### src/hw/phybcs_pkg.sv
`default_nettype none
package phybcs_pkg;
   // clock and soft reset timing
   localparam int CLK_PERIOD_NS = 5;
   localparam int SRST_TIME_NS = 80;
   localparam int SRST_CYCLES = (SRST_TIME_NS + CLK_PERIOD_NS - 1) / CLK_PERIOD_NS;
   localparam logic [4:0] SRST_LOAD = 5'(SRST_CYCLES);
   // management frame layout
   localparam logic [5:0] PREAMBLE_BITS = 6'h20;
   localparam logic [4:0] HDR_LAST = 5'h0B;
   localparam logic [4:0] DATA_LAST = 5'h0F;
   localparam logic [1:0] OP_READ = 2'h2;
   localparam logic [1:0] OP_WRITE = 2'h1;
   localparam logic [1:0] STRAP_DONE = 2'h3;
   // register map, direct space is 5 bits wide
   localparam logic [4:0] REG_CTRL = 5'h00;
   localparam logic [4:0] REG_STAT = 5'h01;
   // control register fields
   localparam int CTRL_RST_BIT = 15;
   localparam int CTRL_LOOP_BIT = 14;
   localparam int CTRL_PD_BIT = 11;
   localparam int CTRL_ISO_BIT = 10;
   localparam logic [15:0] CTRL_FIXED = 16'h2100;
   // status register fields
   localparam int STAT_RF_BIT = 4;
   localparam int STAT_LINK_BIT = 2;
   localparam int STAT_JAB_BIT = 1;
   localparam logic [15:0] STAT_FIXED = 16'h0061;
   localparam logic [15:0] UNMAPPED_WORD = 16'h0000;
   // latched status defaults
   localparam logic RF_RESET = 1'b0;
   localparam logic LINK_RESET = 1'b0;
   localparam logic JAB_RESET = 1'b0;

   typedef enum logic [2:0] {
      ST_IDLE,
      ST_START,
      ST_HDR,
      ST_TA,
      ST_WDATA,
      ST_RDATA
   } phybcs_state_t;

   typedef struct packed {
      logic [1:0] mdc_sync;
      logic [1:0] mdio_sync;
      logic [1:0] pin_sync;
      logic [7:0] strap_sync;
      logic [1:0] strap_cnt;
      logic [4:0] phy_addr;
      logic mdc_prev;
      phybcs_state_t fsm;
      logic [4:0] bit_cnt;
      logic [5:0] ones_cnt;
      logic synced;
      logic [15:0] shift;
      logic is_read;
      logic addr_hit;
      logic [4:0] reg_addr;
      logic [15:0] out_sh;
      logic loopback;
      logic pd_bit;
      logic isolate;
      logic [4:0] srst_cnt;
      logic rf_latch;
      logic link_latch;
      logic jab_latch;
      logic mdio_out;
      logic mdio_oe_n;
      logic [3:0] mac_rxd;
      logic mac_rx_dv;
      logic powerdown;
      logic isolate_o;
      logic link_ok;
      logic soft_reset;
   } phybcs_regs_t;
endpackage
`default_nettype wire

### src/hw/phybcs_top.sv
`timescale 1ns/1ps
`default_nettype none
// Summary of operation
// control bit 15 soft-resets standard registers
// reset bit self-clears when reset ends
// vendor extended registers untouched by reset
// bit 14 loops MAC transmit to receive
// no link indication during MAC loopback
// control bit 13 reads one, read-only
// control 12 and status 3 read zero
// bit 11 powers down, management stays alive
// power down is bit OR pin
// bit 10 isolates MAC data interface
// status bits 15 to 11 read zero
// preamble needed once; status 6 reads one
// status bit 5 reads one, read-only
// remote fault latches high until read
// link status latches low until read
// jabber latches high until read
// status bit 0 reads one
// control bits 9:0 read 0x100
// direct access covers 0x00 to 0x1F
// latched bits hold until read
// read-only writes ignored; reads clear latches
module phybcs_top (
   // clock and reset
   input wire logic clk_in,
   input wire logic nrst_in,
   // serial management port pins
   input wire logic mdc_in,
   input wire logic mdio_in,
   output logic mdio_out,
   output logic mdio_oe_n_out,
   // straps and power down pin
   input wire logic [3:0] phy_address_in,
   input wire logic interrupt_powerdown_pin_n_in,
   // line side events
   input wire logic link_up_in,
   input wire logic far_fault_in,
   input wire logic jabber_in,
   input wire logic [3:0] line_rxd_in,
   input wire logic line_rx_dv_in,
   // mac data interface
   input wire logic [3:0] mac_txd_in,
   input wire logic mac_tx_en_in,
   output logic [3:0] mac_rxd_out,
   output logic mac_rx_dv_out,
   // mode outputs
   output logic powerdown_out,
   output logic isolate_out,
   output logic link_ok_out,
   output logic soft_reset_out
);
   phybcs_pkg::phybcs_regs_t q;
   phybcs_pkg::phybcs_regs_t d;
   logic mdc_rise;
   logic bit_in;
   logic [11:0] hdr;
   logic [15:0] wr_data;
   logic pd_eff;
   logic link_eff;
   logic op_ok;
   logic [15:0] rd_word;
   logic [15:0] ctrl_view;

   // read value of a direct register, fixed bits folded in
   function automatic logic [15:0] phybcs_read(input logic [4:0] addr, input phybcs_pkg::phybcs_regs_t s);
      logic [15:0] w;
      w = phybcs_pkg::UNMAPPED_WORD;
      if (addr == phybcs_pkg::REG_CTRL) begin
         // speed bit fixed one
         // reserved pattern fixed
         // autoneg enable zero
         w = phybcs_pkg::CTRL_FIXED;
         w[phybcs_pkg::CTRL_RST_BIT] = (s.srst_cnt != 5'h00);
         w[phybcs_pkg::CTRL_LOOP_BIT] = s.loopback;
         w[phybcs_pkg::CTRL_PD_BIT] = s.pd_bit;
         w[phybcs_pkg::CTRL_ISO_BIT] = s.isolate;
      end else if (addr == phybcs_pkg::REG_STAT) begin
         // legacy ability bits zero
         // negotiation complete fixed one
         // extended capability fixed one
         w = phybcs_pkg::STAT_FIXED;
         w[phybcs_pkg::STAT_RF_BIT] = s.rf_latch;
         w[phybcs_pkg::STAT_LINK_BIT] = s.link_latch;
         w[phybcs_pkg::STAT_JAB_BIT] = s.jab_latch;
      end
      return w;
   endfunction

   // sampled pin views, only second sync stages are read
   assign mdc_rise = q.mdc_sync[1] & ~q.mdc_prev;
   assign bit_in = q.mdio_sync[1];
   assign hdr = {q.shift[10:0], bit_in};
   assign wr_data = {q.shift[14:0], bit_in};
   assign op_ok = (hdr[11:10] == phybcs_pkg::OP_READ) || (hdr[11:10] == phybcs_pkg::OP_WRITE);
   assign rd_word = phybcs_read(hdr[4:0], q);
   // pin or register bit powers down
   assign pd_eff = q.pd_bit | ~q.pin_sync[1];
   // loopback and power down suppress link
   assign link_eff = link_up_in & ~q.loopback & ~pd_eff;

   // next state for the whole block
   always_comb begin
      d = q;
      d.mdc_sync = {q.mdc_sync[0], mdc_in};
      d.mdio_sync = {q.mdio_sync[0], mdio_in};
      d.pin_sync = {q.pin_sync[0], interrupt_powerdown_pin_n_in};
      d.strap_sync = {q.strap_sync[3:0], phy_address_in};
      d.mdc_prev = q.mdc_sync[1];
      // strap caught once the sync pair holds real pin data
      if (q.strap_cnt != phybcs_pkg::STRAP_DONE) begin
         d.strap_cnt = q.strap_cnt + 2'h1;
         d.phy_addr = {1'b0, q.strap_sync[7:4]};
      end
      if (mdc_rise) begin
         case (q.fsm)
            phybcs_pkg::ST_IDLE: begin
               // one preamble, then frames may start bare
               if (bit_in) begin
                  if (q.ones_cnt != phybcs_pkg::PREAMBLE_BITS) begin
                     d.ones_cnt = q.ones_cnt + 6'h01;
                  end else begin
                     d.synced = 1'b1;
                  end
               end else begin
                  d.ones_cnt = 6'h00;
                  if (q.synced || q.ones_cnt == phybcs_pkg::PREAMBLE_BITS) begin
                     d.synced = 1'b1;
                     d.fsm = phybcs_pkg::ST_START;
                  end
               end
            end
            phybcs_pkg::ST_START: begin
               d.bit_cnt = 5'h00;
               d.fsm = bit_in ? phybcs_pkg::ST_HDR : phybcs_pkg::ST_IDLE;
            end
            phybcs_pkg::ST_HDR: begin
               d.shift = {q.shift[14:0], bit_in};
               d.bit_cnt = q.bit_cnt + 5'h01;
               if (q.bit_cnt == phybcs_pkg::HDR_LAST) begin
                  d.bit_cnt = 5'h00;
                  d.is_read = (hdr[11:10] == phybcs_pkg::OP_READ);
                  // five address bits reach the direct space only
                  d.addr_hit = (hdr[9:5] == q.phy_addr);
                  d.reg_addr = hdr[4:0];
                  d.out_sh = rd_word;
                  if (!op_ok) begin
                     // bad opcode demands a fresh preamble
                     d.synced = 1'b0;
                     d.fsm = phybcs_pkg::ST_IDLE;
                  end else begin
                     d.fsm = phybcs_pkg::ST_TA;
                  end
                  // the read that returns latches clears them
                  if (op_ok && hdr[11:10] == phybcs_pkg::OP_READ && hdr[9:5] == q.phy_addr &&
                      hdr[4:0] == phybcs_pkg::REG_STAT) begin
                     d.rf_latch = 1'b0;
                     d.jab_latch = 1'b0;
                     d.link_latch = 1'b1;
                  end
               end
            end
            phybcs_pkg::ST_TA: begin
               d.bit_cnt = q.bit_cnt + 5'h01;
               if (q.bit_cnt == 5'h00) begin
                  if (q.is_read && q.addr_hit) begin
                     d.mdio_out = 1'b0;
                     d.mdio_oe_n = 1'b0;
                  end else if (!q.is_read && !bit_in) begin
                     // bad turnaround demands a fresh preamble
                     d.synced = 1'b0;
                     d.fsm = phybcs_pkg::ST_IDLE;
                  end
               end else begin
                  d.bit_cnt = 5'h00;
                  if (q.is_read) begin
                     d.fsm = phybcs_pkg::ST_RDATA;
                     d.mdio_out = q.out_sh[15];
                     d.out_sh = {q.out_sh[14:0], 1'b0};
                  end else if (bit_in) begin
                     d.synced = 1'b0;
                     d.fsm = phybcs_pkg::ST_IDLE;
                  end else begin
                     d.fsm = phybcs_pkg::ST_WDATA;
                  end
               end
            end
            phybcs_pkg::ST_RDATA: begin
               d.bit_cnt = q.bit_cnt + 5'h01;
               d.mdio_out = q.out_sh[15];
               d.out_sh = {q.out_sh[14:0], 1'b0};
               if (q.bit_cnt == phybcs_pkg::DATA_LAST) begin
                  // bus released after the last data bit period
                  d.mdio_oe_n = 1'b1;
                  d.mdio_out = 1'b0;
                  d.fsm = phybcs_pkg::ST_IDLE;
               end
            end
            phybcs_pkg::ST_WDATA: begin
               d.shift = wr_data;
               d.bit_cnt = q.bit_cnt + 5'h01;
               if (q.bit_cnt == phybcs_pkg::DATA_LAST) begin
                  d.fsm = phybcs_pkg::ST_IDLE;
                  // only the writable control bits are stored
                  if (q.addr_hit && q.reg_addr == phybcs_pkg::REG_CTRL && q.srst_cnt == 5'h00) begin
                     if (wr_data[phybcs_pkg::CTRL_RST_BIT]) begin
                        // soft reset starts, defaults restored
                        d.srst_cnt = phybcs_pkg::SRST_LOAD;
                        d.loopback = 1'b0;
                        d.pd_bit = 1'b0;
                        d.isolate = 1'b0;
                     end else begin
                        d.loopback = wr_data[phybcs_pkg::CTRL_LOOP_BIT];
                        d.pd_bit = wr_data[phybcs_pkg::CTRL_PD_BIT];
                        d.isolate = wr_data[phybcs_pkg::CTRL_ISO_BIT];
                     end
                  end
               end
            end
            default: begin
               d.fsm = phybcs_pkg::ST_IDLE;
               d.mdio_oe_n = 1'b1;
            end
         endcase
      end
      // soft reset counts down and clears itself
      // only the standard register set is held at defaults
      if (q.srst_cnt != 5'h00) begin
         d.srst_cnt = q.srst_cnt - 5'h01;
         d.loopback = 1'b0;
         d.pd_bit = 1'b0;
         d.isolate = 1'b0;
         d.rf_latch = phybcs_pkg::RF_RESET;
         d.link_latch = phybcs_pkg::LINK_RESET;
         d.jab_latch = phybcs_pkg::JAB_RESET;
      end
      // events last so a set beats a read clear
      // remote fault latch
      if (far_fault_in) begin
         d.rf_latch = 1'b1;
      end
      // jabber latch
      if (jabber_in) begin
         d.jab_latch = 1'b1;
      end
      // link loss latches low
      if (!link_eff) begin
         d.link_latch = 1'b0;
      end
      // pin low also sets the register bit
      if (!q.pin_sync[1]) begin
         d.pd_bit = 1'b1;
      end
      // power down quiets the data path
      // isolate forces mac outputs idle
      // loopback returns mac transmit data
      if (q.isolate || pd_eff) begin
         d.mac_rxd = 4'h0;
         d.mac_rx_dv = 1'b0;
      end else if (q.loopback) begin
         d.mac_rxd = mac_txd_in;
         d.mac_rx_dv = mac_tx_en_in;
      end else begin
         d.mac_rxd = line_rxd_in;
         d.mac_rx_dv = line_rx_dv_in;
      end
      d.powerdown = pd_eff;
      d.isolate_o = q.isolate;
      d.link_ok = link_eff;
      d.soft_reset = (d.srst_cnt != 5'h00);
   end

   // control word as a read would see it, for the checks below
   assign ctrl_view = phybcs_read(phybcs_pkg::REG_CTRL, q);

   // single state register; mdc, mdio and power down pin syncs reset to idle-high levels, strap sync to zero
   always_ff @(posedge clk_in or negedge nrst_in) begin
      if (!nrst_in) begin
         q <= '0;
         q.mdio_oe_n <= 1'b1;
         q.pin_sync <= 2'h3;
         q.mdc_sync <= 2'h3;
         q.mdio_sync <= 2'h3;
         q.mdc_prev <= 1'b1;
      end else begin
         q <= d;
      end
   end

   // outputs straight from the state register
   assign mdio_out = q.mdio_out;
   assign mdio_oe_n_out = q.mdio_oe_n;
   assign mac_rxd_out = q.mac_rxd;
   assign mac_rx_dv_out = q.mac_rx_dv;
   assign powerdown_out = q.powerdown;
   assign isolate_out = q.isolate_o;
   assign link_ok_out = q.link_ok;
   assign soft_reset_out = q.soft_reset;
endmodule
`default_nettype wire

### config.mk
export PLATFORM = sky130hd
export DESIGN_NAME = phybcs_top
export DESIGN_NICKNAME = d
export VERILOG_FILES = /design/src/hw/phybcs_pkg.sv /design/src/hw/phybcs_top.sv
export SDC_FILE = /design/constraint.sdc
export NUM_CORES = 1
export LEC_CHECK = 0
export BUFFER_PORTS_ARGS = -buffer_cell sky130_fd_sc_hd__buf_2
export CORE_MARGIN = 2
export CORE_UTILIZATION = 45
export DETAILED_ROUTE_END_ITERATION = 12
export HOLD_SLACK_MARGIN = 0.03
export PLACE_DENSITY = 0.71
export SLEW_MARGIN = 0
export SYNTH_ARGS = -nofsm -noshare
export SYNTH_HDL_FRONTEND = slang
export SYNTH_SLANG_ARGS = --single-unit
### constraint.sdc
create_clock -name clk_in -period 3.92 [get_ports clk_in]
set_input_delay 0 -clock clk_in [delete_from_list [all_inputs] [get_ports clk_in]]
set_output_delay 0 -clock clk_in [all_outputs]
set_load 0.02 [all_outputs]
# Word level (Yosys, flattened, before mapping)
# Index checks and enable logic that the tools add are counted.
# word_totals
register_bits	96
latchBits	0
ram_bits	0
romBits	0
in_bits	22
out_inout_bits	11
word_cells	192
n_memories	0
# op_classes
n_addsub	4
multipliers	0
div_mod_pow	0
order_cmp	0
n_eq_ne	41
shifts	0
n_mux	55
bitwise	9
reduce_logical	52
# ops
operator	count
$mux W16	4
$pmux W16 S3	1
$mux W3	12
$mux W8	4
$reduce_bool A3 Y1	10
$ne A3 B3 Y1 const B	8
$reduce_and A4 Y1	6
$ne A3 B1 Y1 const B	7
$logic_not A5 Y1	4
$mux W5	4
$ne A2 B2 Y1 const B	10
$pmux W5 S4	1
$mux W1	16
$pmux W3 S5	1
$mux W7	2
$mux W13	1
$mux W11	1
$eq A5 B4 Y1 const B	2
$reduce_and A10 Y1	1
$reduce_and A5 Y1	2
$reduce_bool A2 Y1	5
$reduce_bool A5 Y1	2
$mux W2	4
$logic_and A1 B1 Y1	7
other kinds (30)	46

# Logic depth before layout (Yosys ltp)
# Gate-level depths: netlist of the first run.
# depth
word_depth	11
ltp_mapped	9
depth_no_buf	8

# Worst setup path after synthesis of the first run
# Ideal clock, no wire load.
# synth_path
path_kind	reg2reg
from	register q[68] (netlist bit)
to	register q (netlist bit soft_reset_out)
setup_ps	116
arrival_time_ps	1782
required_time_ps	3804
setup_slack_ps	2022
path_stages_with_launch	10
n_path_buf	1
synth_period_minus_slack_ps	1898
path_cell_list	dfrtp_1 > ha_1 > and3_1 > ha_1 > nor4bb_1 > and4_1 > buf_2 > nand2_1 > a32o_1 > o311ai_0
# synth_rtl
item	line_no	text
from (decl)	phybcs_top.sv:54	phybcs_pkg::phybcs_regs_t q;

# Worst setup path after layout of the first run
# layout_path
from	register q[68] (netlist bit)
to	register q[22] (netlist bit)
# layout_between
elab_chain_cells	3
elab_cells_between_ends	5
classes_between	3 x eq/ne; 2 x reduce/logical
# layout_lines
item	line_no
$eq A5 B4 Y1 or $logic_not A5 Y1 (tied branches)	phybcs_top.sv:141, phybcs_top.sv:166
$ne A2 B2 Y1 (no source line)	-
$reduce_and A5 Y1 (no source line) (*)	-
# Mark *: on every way between the ends. The rest lies on a longest branch, timed or not.
# A chain may end at the register's enable or synchronous reset.

==> out/results.ini, run 1 <==
[synthesis]
synth-main-ff-cell=dfrtp_1
ys_async_sr_fraction_pct=100
synth_nets=425
syn_area_um2=4380
seq_area_frac_synth_pct=55.1
yosys.area_share.adder_pct=2.86
synthMostInstantiatedCell=dfrtp_1
synthCells=393
synth_commonest_cells=88 x dfrtp_1, 43 x nand2_1, 27 x mux2_2
synth_compound_area_share_pct=13.6
syn_area_per_cell_um2=11.1
synth_area_leaders=dfrtp_1 50%, mux2_2 6.9%, dfstp_2 4.8%
synthSimpleGateAreaFrac_pct=14.2
yosys_register_bits=96
synthMuxAreaShare_pct=9.22
synth_cell_type_count=63
synth_top_area_share_pct=50.3
synth_top_family_by_area=simple AND/OR/NAND/NOR gates
yosysWarningCount=0
synth_largest_area_cell=dfrtp_1
synth_edf_count=0
synth-xor-area-share_pct=1.20

[sta]
setup_viol=0
report.final.slew_viol_count=0
slew_headroom_pct=39.4
hold_slack_ps=232
rsz0062_at_grt=false
fin_crit_sh_pct=61.9
tns_ps=0
worst_pin_slew_ps=909
post-route-min-period_ps=2430
hold_viol_final=0
worst_clock_skew_ps=8.43
fmax_ghz=0.412

[die]
dieHeight_um=103
fp.dieW_um=103
core_um2=9590
start_util_pct=45.7
fp-row-count=36
num_io_pins=33
die_area_um2=10500

[route]
wl_um=8060
vias=3048
viasPerCell=5.29
drc=0
drt_iter0_drc=139
ant_nets=0
wl_per_cell_um=14.0
drt_pass1_iterations=5

[grt]
grt_pass1_wl_um=13700
grt_max_degree=60
grt-ovfl-total=0
grt.total_usage_pct=16.7
grt_antenna_before_repair=0
grt_pass1_vias=2967

[critical_path]
critPathKind=reg -> reg
rr_endpoint=q[22]$_DFFE_PN0P_
endpoint_kind=flip-flop
crit_arrival_ps=2680
cp-start-kind=flip-flop
reg2reg_depth=6
rr_startpoint=q[68]$_DFFE_PN0P_
cp_max_fo=23
cp_data_required_time_ps=4180
rrSetupSlack_ps=1490

[place]
dp_cells=539
portBuffers=32
hpwl_um=5470
postPlaceCellArea_um2=4610
finalWeightedCongestion=0.920

[power]
p_sw_uw=465
combPwrFrac_pct=5.6
pwr-share-clk_pct=38.1
p_per_area_nw_per_um2=368
p_leak_nw=2.22
p_sw_share_pct=25.1
intPower_mw=1.39
pwr-share-seq_pct=56.3
vdd_drop_max_uv=217

[cts]
clockBufferDepth=2
cts_tree=yes
cts_buffers=9
post_cts_resized=0
cts-root-buf=clkbuf_8
post_cts_buffers=0
clk_latency_ps=370
htree_levels=3
cts.clk_slew.worst_paths_ps=110
cts.sinks=96

[cells_and_area]
drive_gt1_share_pct=21.7
num-fill-cells=847
stdcell_area_um2=5040
syn_to_final_growth_pct=15.0
post-route-util_pct=52.5
antenna_cells=0
nets=470
instances_no_fill=576

[hold_path]
hold_path_class=in -> async

[status]
outcome=finished, final reports clean

[flow_run]
max_cap_viol_count=0

## critical path, cell delays in order, from the launching register on
cell and delay [ps]:
dfrtp_1 440, inv_1 80, ha_1 150, nor4b_2 360, a211oi_2 110, a41oi_2 760
mux2_2 410
## metal layers
metal  GRT usage, %  routed length, um
met1           21.8               3660
met2           28.0               4020
met3           3.86                246
met4           4.92                140
met5              0                  0
## kinds of logic after synthesis
| group | count (synthesis) |
|---|---|
| buffers and inverters | 35 |
| adder cells (fa/ha/maj) | 10 |
| XOR/XNOR | 6 |
| multiplexers | 37 |
| AO/OA/AOI/OAI | 91 |
| AND/OR/NAND/NOR | 118 |
| flip-flops | 96 |
## worst max-delay path by stage
stage	from	end	slack, ps	cells past startpoint
4_1_cts	q[68]$_DFFE_PN0P_	q[22]$_DFFE_PN0P_	1480	6
3_5_place_dp	q[68]$_DFFE_PN0P_	q[22]$_DFFE_PN0P_	1510	6
2_1_floorplan	q[68]$_DFFE_PN0P_	soft_reset_out$_DFF_PN0_	2020	9
5_1_grt	q[68]$_DFFE_PN0P_	q[30]$_DFFE_PN0P_	1220	7
3_3_place_gp	q[68]$_DFFE_PN0P_	q[22]$_DFFE_PN0P_	1550	6
6_report	q[68]$_DFFE_PN0P_	q[22]$_DFFE_PN0P_	1490	6
## flip-flops by register name (all words and copies together), names as in the netlist
name / cells
mac_rx_dv_out: 1
mdio_oe_n_out: 1
link_ok_out: 1
bit_in: 1
mac_rxd_out: 4
soft_reset_out: 1
mdio_out: 1
isolate_out: 1
q: 62
powerdown_out: 1
hdr: 11
ctrl_view: 3
d: 8
## metrics by stage
stage / setup slack (ps) / power [mW]
finish: 1490 / 1.85
global route: 1220 / 1.93
CTS: 1480 / 1.87
detailed placement: 1510 / 1.15
global placement: 1550 / 1.15
floorplan: 2020 / 1.11
## what timing repair did
action                     in CTS  in global routing
hold endpoints to repair       68                  0
setup endpoints to repair       0                  0
hold buffers                   21                  0
## cells in the final DEF (no fill, tap or decap), types with 5 or more instances in the layout
cell / n
dfrtp_1: 88
nand2_1: 43
buf_2: 31
mux2_2: 27
dlygate4sd3_1: 21
nor2_1: 17
o21ai_0: 17
a21oi_1: 15
o21ai_1: 15
inv_1: 14
nand3_1: 12
mux2i_1: 10
ha_1: 10
clkbuf_8: 9
dfstp_2: 8
nor3_1: 7
a22oi_1: 7
nor2b_1: 6
a22o_1: 5
a31oi_1: 5
## power by group through the flow
stage / clock [mW] / sequential (mW) / combinational [mW]
after CTS: 0.718 / 1.04 / 0.106
after detailed placement: 0 / 1.06 / 0.0894
after global placement: 0 / 1.06 / 0.0862
after global routing: 0.762 / 1.05 / 0.121
final: 0.706 / 1.04 / 0.104
after floorplan: 0 / 1.05 / 0.0526
## layout make-up
class                   count  area (um2)  share of cell area [%]
well taps                 133         166                    3.30
multi-input cells         262        1800                    35.7
clock inverters             7        95.1                    1.89
inverters                  14        52.6                    1.04
clock buffers               9         124                    2.46
repair buffers             55         388                    7.70
flip-flops and latches     96        2410                    47.9
(Power assumes the default switching activity.)
==> inputs of run 2 (changes only) <==
Settings changed: PLACE_DENSITY 0.71 to 0.73.
Clock period 3.92 ns to 2.2 ns, I/O delays scaled along.
==> run 2 against run 1 <==
Effect of this change:
- critical path depth down 3
- maximum frequency up 17%
- sequential cell count unchanged
- cell area up 1.1%
- largest power group unchanged
==> out/results.ini, run 2 (synthesized netlist as in run 1, its figures left out) <==
[status]
outcome=finished, final reports clean  ; unchanged

[route]
wl_per_cell_um=14.0  ; about the same
wl_um=8180  ; was 8060 um
ant_nets=0  ; unchanged
viasPerCell=5.25  ; was 5.29
drc=0  ; unchanged
drt_iter0_drc=162  ; was 139
vias=3074  ; was 3048
drt_pass1_iterations=4  ; was 5

[sta]
timing.final.ws_setup_ps=135  ; was 1490 ps
tns_ps=0  ; unchanged
fmax_ghz=0.484  ; was 0.412 GHz
report.final.slew_viol_count=0  ; unchanged
hold_slack_ps=110  ; was 232 ps
hold_viol_final=0  ; unchanged
worst_clock_skew_ps=10.9  ; was 8.43 ps
setup_viol=0  ; unchanged
fin_crit_sh_pct=93.9  ; was 61.9%
post-route-min-period_ps=2070  ; was 2430 ps
rsz0062_at_grt=false  ; unchanged
slew_headroom_pct=48.8  ; was 39.4%
worst_pin_slew_ps=768  ; was 909 ps

[power]
vdd_drop_max_uv=347  ; was 217 uV
p_per_area_nw_per_um2=615  ; was 368 nW/um2
p_total_mw=3.13  ; was 1.85 mW
p_leak_nw=2.25  ; was 2.22 nW

[cells_and_area]
largest_register_ffs=62  ; unchanged
max_flop_register=q  ; unchanged
nets=479  ; was 470
stdcell_area_um2=5090  ; was 5040 um2
drive_gt1_share_pct=23.9  ; was 21.7%
syn_to_final_growth_pct=16.3  ; was 15.0%
instances_no_fill=585  ; was 576
post-route-util_pct=53.1  ; was 52.5%
antenna_cells=0  ; unchanged
final_cell_mix=88 x dfrtp_1, 42 x nand2_1, 31 x buf_2  ; was 88 x dfrtp_1, 43 x nand2_1, 31 x buf_2
final_common_cell=dfrtp_1  ; unchanged

[cts]
cts_buffers=9  ; unchanged
cts.sinks=96  ; unchanged
cts_tree=yes  ; unchanged
htree_levels=3  ; unchanged
cts-root-buf=clkbuf_8  ; unchanged
cts.clk_slew.worst_paths_ps=100  ; was 110 ps
clk_latency_ps=370  ; about the same
clockBufferDepth=2  ; unchanged

[grt]
grt_pass1_wl_um=14000  ; was 13700 um
grt_pass1_vias=3065  ; was 2967
grt_max_degree=44  ; was 60
grt-ovfl-total=0  ; unchanged
grt_antenna_before_repair=0  ; unchanged
grt.total_usage_pct=17.1  ; was 16.7%

[place]
hpwl_um=5560  ; was 5470 um
dp_cells=547  ; was 539
post-place-ws_ps=117  ; was 1510 ps
postPlaceCellArea_um2=4680  ; was 4610 um2
portBuffers=32  ; unchanged
finalWeightedCongestion=0.887  ; was 0.920

[die]
fp-row-count=36  ; unchanged
num_io_pins=33  ; unchanged
die_area_um2=10500  ; unchanged
fp.dieW_um=103  ; unchanged
dieHeight_um=103  ; unchanged
core_um2=9590  ; unchanged
start_util_pct=45.7  ; unchanged

[hold_path]
hold_path_class=in -> async  ; unchanged

[critical_path]
reg2reg_depth=3  ; was 6
cp_data_required_time_ps=2460  ; was 4180 ps
critPathKind=reg -> reg  ; unchanged
endpoint_kind=flip-flop  ; unchanged
crit_arrival_ps=2330  ; was 2680 ps
cp-start-kind=flip-flop  ; unchanged
cp_max_fo=16  ; was 23

[flow_run]
max_cap_viol_count=0  ; unchanged

==> run 2: cell types whose count changed in the layout (fill, tap and decap cells not counted), sizes merged <==
cell	previous run	this run
buf	34	43
bufinv	1	0
clkinv	1	2
clkinvlp	0	1
inv	19	18
==> run 2: worst paths after layout <==
| check | slack, ps | to | start |
|---|---|---|---|
| setup reg to reg | 130 | hdr[6]$_DFFE_PN0P_ | q[74]$_DFFE_PN0P_ |
| setup / recovery | 130 | hdr[6]$_DFFE_PN0P_ | q[74]$_DFFE_PN0P_ |
| hold reg to reg | 360 | d[76]$_DFF_PN1_ | d[97]$_DFF_PN1_ |
| max in group asynchronous | 1400 | mdio_oe_n_out$_DFFE_PN1P_ | nrst_in |
| hold / removal | 110 | d[91]$_DFF_PN0_ | nrst_in |
| min in group clk_in | 260 | d[88]$_DFF_PN0_ | phy_address_in[0] |
==> run 2: area by class of cell <==
| type | instances | area, um2 |
|---|---|---|
| fill | 842 | 4500 |
| sequential | 96 | 2410 |
| clock inverter | 7 | 58.8 |
| tap | 133 | 166 |
| multi-input combinational | 262 | 1810 |
| timing repair buffer | 64 | 468 |
| clock buffer | 9 | 124 |
| inverter | 14 | 52.6 |
==> run 2: worst max-delay path, stage by stage, from the launching register on <==
cell	delay (ps)
dfrtp_1	620
and2b_1	280
o21ai_2	630
mux2_2	420
==> run 2: metal layers <==
layer  GRT usage, %  part of all wire, %  wire length [um]
met1           21.5                   45              3670
met2           28.7                   50              4120
met3           5.36                  3.9               315
met4           4.92                 0.88                72
met5              0                    0                 0
==> run 2: power by group <==
group	switching, mW	total [mW]	internal [mW]
registers	0.0465	1.86	1.81
logic	0.0914	0.191	0.0998
clock network	0.654	1.08	0.431
total	0.792	3.13	2.34
==> run 2: timing repair <==
| item | in CTS | in global routing |
|---|---|---|
| hold buffers | 21 | 0 |
| endpoints found under the setup margin | 0 | 4 |
| gates resized for setup | 0 | 3 |
| endpoints found under the hold margin | 109 | 0 |
| setup buffers | 0 | 1 |
==> inputs of run 3 (changes only) <==
Settings changed: BUFFER_PORTS_ARGS -buffer_cell sky130_fd_sc_hd__buf_2 to unset, DONT_BUFFER_PORTS set to 1, PLACE_DENSITY 0.73 to 0.7.
==> run 3 against run 2 <==
Effect of this change:
- the flow now finishes with violations (hold timing)
- sequential share of layout area rose by 2.0 points
- sequential power about the same
- maximum frequency up 1.1%
- die area did not move
- worst setup slack improved by 22 ps
- clock power barely moved
- worst hold slack worse by 780 ps
- wire length is 0.59% lower
- largest cell class unchanged
- clock skew rose by 4.4 ps
- non-clock buffer count is 33 lower
==> out/results.ini, run 3 (synthesized netlist as in run 1, its figures left out) <==
[status]
outcome=finished with violations  ; was finished, final reports clean
violations=hold timing

[sta]
worst_clock_skew_ps=15.3  ; was 10.9 ps
rsz0062_at_grt=false  ; unchanged
worst_pin_slew_ps=758  ; was 768 ps
fmax_ghz=0.490  ; was 0.484 GHz
setup_viol=0  ; unchanged
report.final.slew_viol_count=0  ; unchanged
slew_headroom_pct=49.4  ; was 48.8%
tns_ps=0  ; unchanged
hold_slack_ps=-665  ; was 110 ps
fin_crit_sh_pct=92.9  ; was 93.9%
hold_viol_final=96  ; was 0
post-route-min-period_ps=2040  ; was 2070 ps

[cells_and_area]
max_flop_register=q  ; unchanged
syn_to_final_growth_pct=11.7  ; was 16.3%
multi_input_area_um2=1800  ; was 1810 um2
largest_register_ffs=62  ; unchanged
drive_gt1_share_pct=17.4  ; was 23.9%
instances_no_fill=552  ; was 585
regArea_um2=2410  ; about the same
final_cell_mix=87 x dfrtp_1, 43 x nand2_1, 27 x mux2_2  ; was 88 x dfrtp_1, 42 x nand2_1, 31 x buf_2
stdcell_area_um2=4890  ; was 5090 um2
num-fill-cells=857  ; was 842
antenna_cells=0  ; unchanged
final_common_cell=dfrtp_1  ; unchanged
nets=446  ; was 479

[die]
fp.dieW_um=103  ; unchanged
num_io_pins=33  ; unchanged
start_util_pct=45.7  ; unchanged
die_area_um2=10500  ; unchanged
fp-row-count=36  ; unchanged
dieHeight_um=103  ; unchanged
core_um2=9590  ; unchanged

[place]
hpwl_um=5490  ; was 5560 um
postPlaceCellArea_um2=4520  ; was 4680 um2
dp_cells=516  ; was 547
portBuffers=0  ; was 32
finalWeightedCongestion=0.840  ; was 0.887

[route]
wl_um=8130  ; was 8180 um
drt_iter0_drc=174  ; was 162
drc=0  ; unchanged
wl_per_cell_um=14.7  ; was 14.0 um
ant_nets=0  ; unchanged
vias=3040  ; was 3074
drt_pass1_iterations=4  ; unchanged
viasPerCell=5.51  ; was 5.25

[power]
pwr-share-clk_pct=34.6  ; about the same
p_leak_nw=2.09  ; was 2.25 nW
vdd_drop_max_uv=348  ; was 347 uV
combPwrFrac_pct=4.4  ; was 6.1%
p_per_area_nw_per_um2=623  ; was 615 nW/um2
intPower_mw=2.32  ; was 2.34 mW
p_sw_uw=730  ; was 792 uW
p_sw_share_pct=23.9  ; was 25.3%
pwr-share-seq_pct=61.0  ; was 59.3%

[grt]
grt_antenna_before_repair=0  ; unchanged
grt_max_degree=97  ; was 44
grt_pass1_vias=3010  ; was 3065
grt_pass1_wl_um=13700  ; was 14000 um
grt-ovfl-total=0  ; unchanged
grt.total_usage_pct=16.5  ; was 17.1%

[critical_path]
cp_data_required_time_ps=2440  ; was 2460 ps
crit_chain=ha_1, or3b_1, a211oi_2, a41oi_2, buf_4, nand2_1, o21ai_1  ; was and2b_1, o21ai_2, mux2_2
cpMaxStageDelayCell=dfrtp_2  ; was o21ai_2
worstSetupStartpoint=q[68]$_DFFE_PN0P_  ; was q[74]$_DFFE_PN0P_
rr_startpoint=q[68]$_DFFE_PN0P_  ; was q[74]$_DFFE_PN0P_
critPathKind=reg -> reg  ; unchanged
max_stage_delay_ps=410  ; was 630 ps
cp_max_fo=20  ; was 16
endpoint_kind=flip-flop  ; unchanged
crit_arrival_ps=2280  ; was 2330 ps
cp-start-kind=flip-flop  ; unchanged

[cts]
post_cts_buffers=0  ; unchanged
clockBufferDepth=2  ; unchanged
cts_tree=yes  ; unchanged
holdBufCountCts=20  ; was 21
cts.clk_slew.worst_paths_ps=100  ; about the same
cts-root-buf=clkbuf_8  ; unchanged
htree_levels=3  ; unchanged
cts_buffers=9  ; unchanged
clk_latency_ps=360  ; was 370 ps
cts.sinks=96  ; unchanged

[flow_run]
max_cap_viol_count=0  ; unchanged

[hold_path]
hold_path_class=in -> async  ; unchanged

## run 3: cell types whose count changed in the layout (fill, tap and decap cells not counted), sizes merged
cell         change
buf             -32
clkbuf           +1
clkinv           -1
clkinvlp         +1
dlygate4sd3      -1
inv              -1
## run 3: timing repair
item                       in CTS  in global routing
gates resized for setup         0                  1
hold endpoints to repair      112                 96
setup endpoints to repair       0                 13
## run 3: per-layer routing
| layer | global-route usage (%) | vias to the layer above | routed length (um) |
|---|---|---|---|
| met3 | 2.71 | 13 | 258 |
| met1 | 21.9 | 1526 | 3750 |
| li1 | - | 1435 | - |
| met4 | 7.59 | 0 | 158 |
| met5 | 0 | - | 0 |
| met2 | 26.6 | 66 | 3970 |
## run 3: final cells by class
type / count / area share, %
multi-input combinational: 262 / 36.8
clock buffer: 10 / 2.61
clock inverter: 6 / 1.02
inverter: 14 / 1.07
sequential: 96 / 49.3
timing repair buffer: 31 / 5.78
tap: 133 / 3.40
## run 3: critical path, delay by kind of cell, from the launching register on
family                     cells  cell delay [ps]
AOI/OAI and AO/OA              3              580
adders and majority gates      1              200
DFF                            1              410
and+or+nand+nor                2              450
buffers and inverters          1              270
## run 3: power by group through the flow
stage | Clock [mW] | Sequential (mW) | Combinational, mW
final | 1.06 | 1.86 | 0.135
after global routing | 1.17 | 1.87 | 0.152
after floorplan | 0 | 1.88 | 0.0938
after detailed placement | 0 | 1.89 | 0.106
after CTS | 1.09 | 1.86 | 0.135
after global placement | 0 | 1.89 | 0.102
## run 3: final timing paths
kind / to / slack, ps / cells past startpoint
worst max-delay path: q[33]$_DFFE_PN0P_ / 160 / 7
worst min register to register: q[88]$_DFF_PN0_ / 350 / 0
max in group asynchronous: q[93]$_DFF_PN1_ / 2640 / 0
worst min-delay path: q[82]$_DFFE_PN0P_ / -660 / 0
worst max register to register: q[33]$_DFFE_PN0P_ / 160 / 7
min in group clk_in: d[93]$_DFF_PN1_ / 170 / 1
## run 3: per-stage QoR
stage	total power, mW	utilization [%]	hold WS (ps)	setup WS [ps]
finish	3.05	51.0	-665	157
global route	3.19	51.0	-698	2.41
CTS	3.09	51.0	-692	121
detailed placement	2.00	47.1	-290	135
global placement	1.99	47.1	-290	229
floorplan	1.97	-	-296	302
